--- src/design/acc_pkg.sv ---
// Purpose: shared constants and types for the converter control block
// Assumes: 16-bit registers on a plain strobe port
// Notes:   register offsets are local word addresses
package acc_pkg;
   // ************************************************************
   // register map
   // ************************************************************
   localparam logic [3:0]  ADDR_CONTROL   = 4'h0;
   localparam logic [3:0]  ADDR_PAIR_TRIG = 4'h1;
   localparam logic [3:0]  ADDR_IRQ_STAT  = 4'h2;
   localparam logic [3:0]  ADDR_IRQ_MASK  = 4'h3;
   localparam logic [15:0] CONTROL_RESET  = 16'h0003;
   localparam logic [15:0] CONTROL_WMASK  = 16'hb5f7;
   localparam logic [15:0] PAIR_RESET     = 16'h0000;
   // ************************************************************
   // control and pair trigger bit positions
   // ************************************************************
   localparam int BIT_ON     = 15;
   localparam int BIT_IDLE   = 13;
   localparam int BIT_SLOW   = 12;
   localparam int BIT_GTRIG  = 10;
   localparam int BIT_FORM   = 8;
   localparam int BIT_EARLY  = 7;
   localparam int BIT_ORDER  = 6;
   localparam int BIT_SEQ    = 5;
   localparam int BIT_ASYNC  = 4;
   localparam int BIT_IRQEN  = 7;
   localparam int BIT_PEND   = 6;
   localparam int BIT_SWTRG  = 5;
   localparam int SRC_LO     = 8;
   // frozen while on: format, early, order, seq, async, slow, divider
   localparam logic [15:0] FROZEN_MASK = 16'h11f7;
   // ************************************************************
   // trigger source codes
   // ************************************************************
   localparam logic [4:0] SRC_NONE   = 5'h00;
   localparam logic [4:0] SRC_SOFT   = 5'h01;
   localparam logic [4:0] SRC_GLOBAL = 5'h02;
   localparam logic [4:0] SRC_SPEV   = 5'h03;
   localparam logic [4:0] SRC_PRI1   = 5'h04;
   localparam logic [4:0] SRC_TMR1   = 5'h0c;
   localparam logic [4:0] SRC_SSPEV  = 5'h0d;
   localparam logic [4:0] SRC_SEC1   = 5'h0e;
   localparam logic [4:0] SRC_CL1    = 5'h17;
   localparam logic [4:0] SRC_TMR2   = 5'h1f;
   // conversion sequencing
   typedef enum logic [1:0] {ACC_IDLE, ACC_FIRST, ACC_SECOND} acc_state_e;
   // hardware trigger inputs
   typedef struct packed {
      logic       special_event;
      logic       sec_special_event;
      logic       timer1_period;
      logic       timer2_period;
      logic [7:0] pwm_primary;
      logic [8:0] pwm_secondary;
      logic [7:0] pwm_current_limit;
   } acc_trig_s;
   // commands to the converter core
   typedef struct packed {
      logic start;
      logic odd_input;
      logic shared_sample;
   } acc_core_s;
endpackage

--- src/design/acc_control.sv ---
// What this block does
// - converter runs only while on bit set
// - idle stop halts converter in idle
// - slow clock bit picks auxiliary pll
// - global trigger fires pairs selecting it
// - format bit picks fractional or integer
// - early bit: interrupt after first conversion
// - order bit picks odd or even first
// - sequential bit delays shared sample-and-hold
// - five-bit code selects pair trigger
// - irq enable gates pair completion interrupt
// - pending set on trigger, cleared done
// - soft trigger bit self-clears when pending
// - busy core keeps request pending
// Purpose: trigger, sequencing and register logic for one converter pair
// Assumes: core gives one-cycle done pulse per conversion; pins already synchronous
// Notes:   interrupt status bit0 = pair done, write one to clear
`timescale 1ns/1ps
`default_nettype none
module acc_control (
   input  wire logic             clk_in,
   input  wire logic             rst_n_in,
   input  wire logic [3:0]       addr_in,
   input  wire logic [15:0]      wdata_in,
   input  wire logic             wr_in,
   input  wire logic             rd_in,
   output logic      [15:0]      rdata_out,
   input  wire acc_pkg::acc_trig_s trig_in,
   input  wire logic             idle_mode_in,
   input  wire logic             core_done_in,
   input  wire logic [9:0]       core_result_in,
   output var acc_pkg::acc_core_s core_out,
   output logic                  core_enable_out,
   output logic                  clk_sel_aux_out,
   output logic      [2:0]       clk_div_out,
   output logic      [15:0]      result_out,
   output logic                  irq_out
);
   import acc_pkg::*;

   // ************************************************************
   // trigger decode
   // ************************************************************
   // map a five-bit source code onto the hardware trigger lines
   function automatic logic src_hit(input logic [4:0] src, input acc_trig_s t,
                                    input logic sw, input logic gl);
      logic hit;
      hit = 1'b0;
      if (src == SRC_SOFT) hit = sw;
      else if (src == SRC_GLOBAL) hit = gl;
      else if (src == SRC_SPEV) hit = t.special_event;
      else if (src >= SRC_PRI1 && src < SRC_TMR1) hit = t.pwm_primary[3'(src - SRC_PRI1)];
      else if (src == SRC_TMR1) hit = t.timer1_period;
      else if (src == SRC_SSPEV) hit = t.sec_special_event;
      else if (src >= SRC_SEC1 && src < SRC_CL1) hit = t.pwm_secondary[4'(src - SRC_SEC1)];
      else if (src >= SRC_CL1 && src < SRC_TMR2) hit = t.pwm_current_limit[3'(src - SRC_CL1)];
      else if (src == SRC_TMR2) hit = t.timer2_period;
      return hit;
   endfunction

   // ************************************************************
   // state
   // ************************************************************
   logic [15:0] control_q, control_d;
   logic [15:0] pair_q, pair_d;
   logic        stat_q, stat_d;
   logic        mask_q, mask_d;
   logic [15:0] rdata_q, rdata_d;
   logic [15:0] result_q, result_d;
   acc_state_e  state_q, state_d;
   logic        gtrig_q, gtrig_d;
   logic        running, trig_fire, pend, first_done, second_done, irq_event;
   logic        start_pulse, shared_now;
   logic [15:0] ctl_w;

   // running means on and not stopped in idle
   // module on gate
   assign running = control_q[BIT_ON] & ~(control_q[BIT_IDLE] & idle_mode_in);
   // global trigger edge so a held bit fires only once
   // global trigger edge
   assign trig_fire = running & src_hit(pair_q[SRC_LO +: 5], trig_in, pair_q[BIT_SWTRG],
                                        control_q[BIT_GTRIG] & ~gtrig_q);
   assign pend        = pair_q[BIT_PEND];
   assign first_done  = (state_q == ACC_FIRST) & core_done_in;
   assign second_done = (state_q == ACC_SECOND) & core_done_in;
   assign irq_event = pair_q[BIT_IRQEN] &
                      (control_q[BIT_EARLY] ? first_done : second_done);
   assign start_pulse = running & ((state_q == ACC_IDLE & pend) | first_done);

   // ************************************************************
   // register writes and flags
   // ************************************************************
   // next values of control, pair, status and mask
   always_comb begin
      ctl_w     = wdata_in & CONTROL_WMASK;
      control_d = control_q;
      pair_d    = pair_q;
      stat_d    = stat_q;
      mask_d    = mask_q;
      gtrig_d   = control_q[BIT_GTRIG];
      if (wr_in && addr_in == ADDR_CONTROL) begin
         if (control_q[BIT_ON]) begin
            control_d = (control_q & FROZEN_MASK) | (ctl_w & ~FROZEN_MASK);
         end else begin
            control_d = ctl_w;
         end
      end
      if (wr_in && addr_in == ADDR_PAIR_TRIG) begin
         // pending is status only; software sets trigger and enable fields
         pair_d = {3'h0, wdata_in[SRC_LO +: 5], wdata_in[BIT_IRQEN], pair_q[BIT_PEND],
                   wdata_in[BIT_SWTRG], 5'h00};
      end
      if (second_done) begin
         pair_d[BIT_PEND] = 1'b0;
      end
      if (trig_fire) begin
         pair_d[BIT_PEND] = 1'b1;
      end
      if (pend) begin
         pair_d[BIT_SWTRG] = 1'b0;
      end
      if (wr_in && addr_in == ADDR_IRQ_MASK) mask_d = wdata_in[0];
      if (wr_in && addr_in == ADDR_IRQ_STAT && wdata_in[0]) stat_d = 1'b0;
      if (irq_event) stat_d = 1'b1;
   end

   // register the configuration group
   always_ff @(posedge clk_in) begin
      if (!rst_n_in) begin
         control_q <= CONTROL_RESET;
         pair_q    <= PAIR_RESET;
         stat_q    <= 1'b0;
         mask_q    <= 1'b0;
         gtrig_q   <= 1'b0;
      end else begin
         control_q <= control_d;
         pair_q    <= pair_d;
         stat_q    <= stat_d;
         mask_q    <= mask_d;
         gtrig_q   <= gtrig_d;
      end
   end

   // ************************************************************
   // conversion sequencer
   // ************************************************************
   // walk a pending pair through two conversions
   always_comb begin
      state_d  = state_q;
      result_d = result_q;
      case (state_q)
         ACC_IDLE: begin
            if (running && pend) state_d = ACC_FIRST;
         end
         ACC_FIRST: begin
            if (!running) state_d = ACC_IDLE;
            else if (core_done_in) state_d = ACC_SECOND;
         end
         ACC_SECOND: begin
            if (!running || core_done_in) state_d = ACC_IDLE;
         end
         default: state_d = ACC_IDLE;
      endcase
      if (core_done_in) begin
         result_d = control_q[BIT_FORM] ? {core_result_in, 6'h00} : {6'h00, core_result_in};
      end
   end

   // register the sequencer group
   always_ff @(posedge clk_in) begin
      if (!rst_n_in) begin
         state_q  <= ACC_IDLE;
         result_q <= 16'h0000;
      end else begin
         state_q  <= state_d;
         result_q <= result_d;
      end
   end

   assign shared_now = control_q[BIT_SEQ] ? (state_q == ACC_FIRST) : (state_q == ACC_IDLE);
   always_comb begin
      core_out.start         = start_pulse;
      core_out.odd_input     = (state_q == ACC_IDLE) ? control_q[BIT_ORDER] : ~control_q[BIT_ORDER];
      core_out.shared_sample = start_pulse & shared_now;
   end
   assign core_enable_out = running;
   assign clk_sel_aux_out = control_q[BIT_SLOW];
   assign clk_div_out     = control_q[2:0];
   assign result_out      = result_q;
   assign irq_out         = stat_q & mask_q;

   // ************************************************************
   // read port
   // ************************************************************
   // read data appear one cycle after the strobe
   always_comb begin
      rdata_d = 16'h0000;
      if (rd_in) begin
         case (addr_in)
            ADDR_CONTROL:   rdata_d = control_q;
            ADDR_PAIR_TRIG: rdata_d = pair_q;
            ADDR_IRQ_STAT:  rdata_d = {15'h0000, stat_q};
            ADDR_IRQ_MASK:  rdata_d = {15'h0000, mask_q};
            default:        rdata_d = 16'h0000;
         endcase
      end
   end

   // register read data
   always_ff @(posedge clk_in) begin
      if (!rst_n_in) rdata_q <= 16'h0000;
      else rdata_q <= rdata_d;
   end
   assign rdata_out = rdata_q;

   // ************************************************************
   // assertions
   // ************************************************************
   on_gate_a: assert property (@(posedge clk_in) disable iff (!rst_n_in)
      !control_q[BIT_ON] |-> !core_out.start && !core_enable_out) else $error("start while off");
   idle_stop_a: assert property (@(posedge clk_in) disable iff (!rst_n_in)
      control_q[BIT_IDLE] && idle_mode_in |-> !core_enable_out) else $error("run in idle");
   clk_sel_a: assert property (@(posedge clk_in) disable iff (!rst_n_in)
      wr_in && addr_in == ADDR_CONTROL && !control_q[BIT_ON] |=>
      clk_sel_aux_out == $past(wdata_in[BIT_SLOW])) else $error("clock select wrong");
   frozen_a: assert property (@(posedge clk_in) disable iff (!rst_n_in)
      control_q[BIT_ON] |=> (control_q & FROZEN_MASK) == ($past(control_q) & FROZEN_MASK))
      else $error("config changed while on");
   format_a: assert property (@(posedge clk_in) disable iff (!rst_n_in)
      core_done_in && !control_q[BIT_FORM] |=> result_out[15:10] == 6'h00)
      else $error("integer upper bits");
   pend_set_a: assert property (@(posedge clk_in) disable iff (!rst_n_in)
      trig_fire |=> pend) else $error("pending not set");
   pend_clr_a: assert property (@(posedge clk_in) disable iff (!rst_n_in)
      second_done && !trig_fire |=> !pend) else $error("pending not cleared");
   sw_clear_a: assert property (@(posedge clk_in) disable iff (!rst_n_in)
      pend && !(wr_in && addr_in == ADDR_PAIR_TRIG) |=> !pair_q[BIT_SWTRG])
      else $error("soft trigger stuck");
   irq_gate_a: assert property (@(posedge clk_in) disable iff (!rst_n_in)
      !pair_q[BIT_IRQEN] && !stat_q && !(wr_in && addr_in == ADDR_IRQ_STAT) |=> !stat_q)
      else $error("irq without enable");
   early_a: assert property (@(posedge clk_in) disable iff (!rst_n_in)
      first_done && pair_q[BIT_IRQEN] && control_q[BIT_EARLY] |=> stat_q)
      else $error("early irq missing");
   hold_a: assert property (@(posedge clk_in) disable iff (!rst_n_in)
      pend && state_q != ACC_IDLE && !second_done |=> pend) else $error("request lost");
   order_a: assert property (@(posedge clk_in) disable iff (!rst_n_in)
      start_pulse && state_q == ACC_IDLE |-> core_out.odd_input == control_q[BIT_ORDER])
      else $error("wrong first input");
   two_conv_c: cover property (@(posedge clk_in) disable iff (!rst_n_in)
      first_done ##[1:50] second_done);
   global_c: cover property (@(posedge clk_in) disable iff (!rst_n_in)
      trig_fire && pair_q[SRC_LO +: 5] == SRC_GLOBAL);
   irq_c: cover property (@(posedge clk_in) disable iff (!rst_n_in) $rose(irq_out));

   // ************************************************************
   // trigger, sequencing and result checks
   // ************************************************************
   global_fire_a: assert property (@(posedge clk_in) disable iff (!rst_n_in)
      running && control_q[BIT_GTRIG] && !gtrig_q &&
      pair_q[SRC_LO +: 5] == SRC_GLOBAL |=> pend) else $error("global trigger missed");
   global_once_a: assert property (@(posedge clk_in) disable iff (!rst_n_in)
      control_q[BIT_GTRIG] && gtrig_q && pair_q[SRC_LO +: 5] == SRC_GLOBAL && !pend |=> !pend)
      else $error("held global bit fired again");
   late_irq_a: assert property (@(posedge clk_in) disable iff (!rst_n_in)
      second_done && pair_q[BIT_IRQEN] && !control_q[BIT_EARLY] |=> stat_q)
      else $error("late irq missing");
   seq_first_a: assert property (@(posedge clk_in) disable iff (!rst_n_in)
      start_pulse && state_q == ACC_IDLE |-> core_out.shared_sample == !control_q[BIT_SEQ])
      else $error("shared sample at first start");
   seq_second_a: assert property (@(posedge clk_in) disable iff (!rst_n_in)
      start_pulse && state_q == ACC_FIRST |-> core_out.shared_sample == control_q[BIT_SEQ])
      else $error("shared sample at second start");
   order_second_a: assert property (@(posedge clk_in) disable iff (!rst_n_in)
      start_pulse && state_q == ACC_FIRST |-> core_out.odd_input != control_q[BIT_ORDER])
      else $error("wrong second input");
   none_code_a: assert property (@(posedge clk_in) disable iff (!rst_n_in)
      pair_q[SRC_LO +: 5] == SRC_NONE |-> !trig_fire) else $error("code zero triggered");
   frac_align_a: assert property (@(posedge clk_in) disable iff (!rst_n_in)
      core_done_in && control_q[BIT_FORM] |=> result_out == {$past(core_result_in), 6'h00})
      else $error("fraction misaligned");
   stop_abort_a: assert property (@(posedge clk_in) disable iff (!rst_n_in)
      state_q != ACC_IDLE && !running |=> state_q == ACC_IDLE)
      else $error("sequence not aborted");
   // main scenario covers
   seq_c: cover property (@(posedge clk_in) disable iff (!rst_n_in)
      start_pulse && core_out.shared_sample && state_q == ACC_FIRST);
   soft_c: cover property (@(posedge clk_in) disable iff (!rst_n_in)
      trig_fire && pair_q[SRC_LO +: 5] == SRC_SOFT);
endmodule
`default_nettype wire

--- config.mk ---
export PLATFORM = sky130hd
export DESIGN_NAME = acc_control
export DESIGN_NICKNAME = d
export VERILOG_FILES = /design/src/design/acc_pkg.sv /design/src/design/acc_control.sv
export SDC_FILE = /design/constraint.sdc
export NUM_CORES = 1
export LEC_CHECK = 0
export BUFFER_PORTS_ARGS = -buffer_cell sky130_fd_sc_hd__buf_2
export CAP_MARGIN = 40
export CORE_MARGIN = 4
export CORE_UTILIZATION = 52
export CTS_BUF_LIST = sky130_fd_sc_hd__clkbuf_16
export DETAILED_ROUTE_END_ITERATION = 8
export PLACE_DENSITY = 0.84
export SYNTH_ARGS = -nofsm -noshare
export SYNTH_HDL_FRONTEND = slang
export SYNTH_SLANG_ARGS = --single-unit
--- constraint.sdc ---
create_clock -name clk_in -period 4.3 [get_ports clk_in]
set_input_delay 0.215 -clock clk_in [delete_from_list [all_inputs] [get_ports clk_in]]
set_output_delay 0.215 -clock clk_in [all_outputs]
set_load 0.01 [all_outputs]
**Yosys cells after proc, flatten, opt, wreduce, memory -nomap -nowiden**

Cells that the tools add are included.

- Register bits after elaboration: 61
- Word-level logic and storage cells: 101
- Output and inout port bits: 41
- Input port bits: 65

- Bitwise logic cells: 17
- Mux-type cells: 30
- Eq/ne operators: 14
- Order comparisons: 9
- Add/sub/neg operators: 3
- Reduce and logical (&&, ||, !) cells: 18

Operators by type and width:

| kind | number |
|---|---|
| 16-bit one-hot mux with 4 select lines | 1 |
| 16-bit 2-to-1 mux | 2 |
| 1-bit 2-to-1 mux | 19 |
| 13-bit by 16-bit OR with 16-bit output | 1 |
| 1-bit bitwise AND | 11 |
| 5-bit by 2-bit == test with 1-bit output, second input constant | 2 |
| 5-bit by 4-bit == test with 1-bit output, second input constant | 2 |
| 5-bit < comparator, second input constant | 2 |
| 1-bit logical AND | 9 |
| 4-bit by 2-bit == test with 1-bit output, second input constant | 2 |
| 3-bit by 4-bit < comparator with 1-bit output, second input constant | 2 |
| 2-bit 2-to-1 mux | 4 |
| 1-bit binary-select mux with 3-bit select | 2 |
| 2-bit one-hot mux with 3 select lines | 1 |
| 3-bit subtractor, second input constant | 2 |
| 5-bit by 1-bit == test with 1-bit output, second input constant | 1 |
| 5-bit == test, second input constant | 1 |
| 5-bit by 3-bit >= comparator with 1-bit output, second input constant | 1 |
| 5-bit by 4-bit >= comparator with 1-bit output, second input constant | 1 |
| 5-bit >= comparator, second input constant | 1 |
| 4-bit by 5-bit < comparator with 1-bit output, second input constant | 1 |
| 5-bit by 4-bit < comparator with 1-bit output, second input constant | 1 |
| 1-bit binary-select mux with 4-bit select | 1 |
| 4-bit by 1-bit == test with 1-bit output, second input constant | 1 |
| 16 further kinds | 20 |

**Longest topological paths before layout**

- Depth in word-level cells: 13
- Depth in mapped cells: 8
- Gate-level depth less buffers: 7

**Worst setup path before layout**

OpenSTA, ideal clock, no wires.

- Path type: reg2reg
- Start point: register pair_q[9]
- End point: register pair_q[6]
- Path buffers: 1
- Required time: 4.176 ns
- Stages on the path, launching flop included: 9
- Setup slack: 2.571 ns
- Library setup time: 0.124 ns
- Period minus slack after synthesis: 1.729 ns
- Arrival: 1.605 ns
- Cells stage by stage: dfxtp_1 > buf_6 > inv_1 > ha_1 > mux4_2 > mux2i_1 > nand2_1 > a22oi_1 > o31ai_2

- Longest elaborated chain between the ends: 13
- Elaborated cells between the ends (all ways): 36
- Those cells by class: add/sub (3); order compare (6); eq/ne (6); mux (16); bitwise (1); reduce/logical (4)

Ends and longest elaborated chain:

| what | RTL line | source |
|---|---|---|
| start: declaration | acc_control.sv:65 | `logic [15:0] pair_q, pair_d;` |
| start signal: assignment | acc_control.sv:137 | `pair_q <= pair_d;` |
| branches (longest 10 deep; another with 4-bit subtractor) | - |  |
| 1-bit 2-to-1 mux * | acc_control.sv:49 | `if (src == SRC_SOFT) hit = sw;` |
| 1-bit bitwise AND * | acc_control.sv:81 | `assign trig_fire = running & src_hit(pair_q[SRC_LO +: 5], trig_in, pair_q[BIT_SWTRG],` |
| 1-bit 2-to-1 mux / 2-bit nonzero test (equally long branches) | - |  |

Mark *: on every way between the ends. The select of a mux whose other input is x is not followed.
A chain may end at the register's enable or synchronous reset.

**Worst setup path in the final report**

- Start point: register pair_q[8]
- End point: register pair_q[6]

The elaborated chain is that of the path after synthesis.

==> flow_summary.json <==
{
  "status": "complete, no violations",
  "maxSlewHeadroom": 0.591,
  "final_area_sq_mm": 0.00326,
  "post_drt_wl_per_cell_microns": 14.2,
  "synth-edff-count": 0,
  "syn-instance-count": 294,
  "postPlaceCellArea_sq_mm": 0.00313,
  "critPathKind": "reg2reg",
  "total_power_uw": 990,
  "rsz0062_at_grt": "no",
  "ctsHoldBuffers": 0,
  "track_usage": 0.207,
  "cts_tree": "done",
  "dr.first_iter.drc_count": 134,
  "pre_cts_slack_ns": 2.13,
  "worstPathCellList": "inv_1 -> ha_1 -> mux4_1 -> mux2i_1 -> nand2_1 -> a22oi_1 -> o31ai_2",
  "antenna_found_initial": 0,
  "cpPeakStageDelay_ns": 0.69,
  "clkSinkCount": 55,
  "finalWeightedCongestion": 0.849,
  "synth.avg_cell_area_sq_um": 9.08,
  "hold_depth": 3,
  "worstPathArrival_ns": 2.37,
  "power.density_mw_per_mm2": 304,
  "place_hpwl_microns": 4780,
  "r2r-end": "pair_q[6]$_SDFFE_PN0P_",
  "viasPerCell": 5.34,
  "htree_num_levels": 2,
  "multi_input_comb_area_sq_mm": 0.00139,
  "ctsResizeCount": 0,
  "reg2reg_from": "pair_q[8]$_SDFFE_PN0P_",
  "yosysUniqueCellTypes": 50,
  "finalNetCount": 451,
  "drive_gt1_frac": 0.310,
  "cp-start-kind": "flip-flop",
  "utilization": 0.673,
  "drc": 0,
  "max_clock_freq_mhz": 455,
  "ys.flop_type": "dfxtp_1",
  "die_w_microns": 79.7,
  "grt_max_degree": 44,
  "routed_wl_microns": 6370,
  "seq_area_sq_mm": 0.00110,
  "endpoint_kind": "flip-flop",
  "cp_slowest_cell": "dfxtp_1",
  "r2r_setup_slack_ns": 2.10,
  "core_sq_mm": 0.00485,
  "leakagePower_uw": 0.00143,
  "start_util": 0.551,
  "insertedDiodeCount": 0,
  "finalSetupViolCount": 0,
  "ys_ff_latch": 55,
  "cts_max_path_buffers": 2,
  "yosysSeqAreaShare": 0.412,
  "grt-ovfl-total": 0,
  "first_global_vias": 2229,
  "worstSkewPairLatency_ns": 0.28,
  "num_vias": 2391,
  "synthToLayoutAreaGrowth_pct": 22.2,
  "yosys_warnings": 0,
  "synth_area_sq_mm": 0.00267,
  "tns_ns": 0,
  "port_buffers": 101,
  "cts_buffers": 5,
  "clock-root-buffer": "clkbuf_16",
  "period_share": 0.511,
  "finalHoldViolations": 0,
  "vdd_drop_max_mv": 0.245,
  "clk_pin_slew_ns": 0.07,
  "ant_nets": 0,
  "drv_slew": 0,
  "cap_viol_max_count": 0,
  "hp-start": "wdata_in[1]",
  "ios": 106,
  "hold_path.class": "in2reg",
  "die_h_microns": 79.7,
  "grt_first_pass_wirelength_microns": 10400,
  "final_common_cell": "buf_2",
  "critPathRequiredTime_ns": 4.47,
  "design.die.area_sq_mm": 0.00634,
  "synthArstFlopShare": 0,
  "finalCriticalPeriod_ns": 2.20,
  "cts_setup_buffers": 0,
  "drt_pre_antenna_iters": 4,
  "crit_fanout": 15,
  "fin_skew_ns": 0.00519,
  "row_count": 25,
  "min_to": "control_q[1]$_SDFFE_PN1P_",
  "final_cell_mix": "101 x buf_2, 55 x dfxtp_1, 45 x nand2_1",
  "postLayoutSetupSlackWorst_ns": 2.10,
  "r2r_cells": 7,
  "worst_pin_slew_ns": 0.614,
  "fillers": 397
}
## how the worst max path moves through the flow
stage / cells past startpoint / startpoint / slack (ns) / end
finish: 7 / pair_q[8]$_SDFFE_PN0P_ / 2.10 / pair_q[6]$_SDFFE_PN0P_
global route: 7 / pair_q[8]$_SDFFE_PN0P_ / 1.88 / pair_q[6]$_SDFFE_PN0P_
CTS: 7 / pair_q[8]$_SDFFE_PN0P_ / 2.10 / pair_q[6]$_SDFFE_PN0P_
detailed placement: 7 / pair_q[8]$_SDFFE_PN0P_ / 2.13 / pair_q[6]$_SDFFE_PN0P_
global placement: 7 / pair_q[8]$_SDFFE_PN0P_ / 2.17 / pair_q[6]$_SDFFE_PN0P_
floorplan: 8 / pair_q[9]$_SDFFE_PN0P_ / 2.57 / pair_q[6]$_SDFFE_PN0P_
## layer usage
metal,global-route usage,vias up,share of wire
li1,-,1191,-
met1,0.272,1099,0.43
met2,0.341,92,0.47
met3,0.0429,9,0.085
met4,0.0584,0,0.012
met5,0,-,0
## through the flow
stage,cells,hold slack (ns)
floorplan,295,0.339
global placement,441,0.426
detailed placement,441,0.432
CTS,448,0.138
global route,448,0.141
finish,448,0.142
## cell usage after synthesis (6+ instances only)
cell type / instances / share of area
nor2_1: 14 / 0.020
nand3_1: 18 / 0.034
a21boi_0: 14 / 0.039
a21oi_1: 7 / 0.013
inv_1: 9 / 0.013
nand2_1: 45 / 0.063
nor2b_1: 17 / 0.040
clkbuf_1: 13 / 0.018
and2_1: 7 / 0.016
a22oi_1: 19 / 0.053
buf_4: 6 / 0.017
dfxtp_1: 55 / 0.41
mux2i_1: 10 / 0.037
## layout make-up
type	count	area share
Multi-Input combinational cell	207	0.426
Clock buffer	5	0.0383
Clock inverter	2	0.00268
Timing Repair Buffer	103	0.160
Tap cell	67	0.0257
Sequential cell	55	0.337
Inverter	9	0.0104
## worst max-delay path: cells and delay by family (launching register included)
family,cells,cell delay (ns)
buffers and inverters,1,0.22
adders and majority gates,1,0.37
and+or+nand+nor,1,0.08
DFF,1,0.69
muxes,2,0.44
AOI/OAI and AO/OA,2,0.28
## where the power goes
group,total (uW),switching [uW],internal (uW),leakage [uW]
registers,525,6.74,518,0.000446
clock network,374,164,209,0.0000671
logic,92.0,45.8,46.1,0.000917
## cells by family after synthesis
family	Yosys count	share of synthesized area
AND/OR/NAND/NOR	121	0.228
AO/OA/AOI/OAI	59	0.165
adder cells (fa/ha/maj)	5	0.0234
flip-flops	55	0.412
multiplexers	16	0.0881
XOR/XNOR	4	0.0131
buffers and inverters	33	0.0684
other	1	0.00140
## registers in the layout, summed over array words and instances, names as in the netlist
register / cells
control_q: 12
gtrig_q: 1
mask_q: 1
pair_q: 8
rdata_out: 14
result_out: 16
stat_q: 1
state_q: 2
Note: power is estimated with default switching activity, not from simulation.
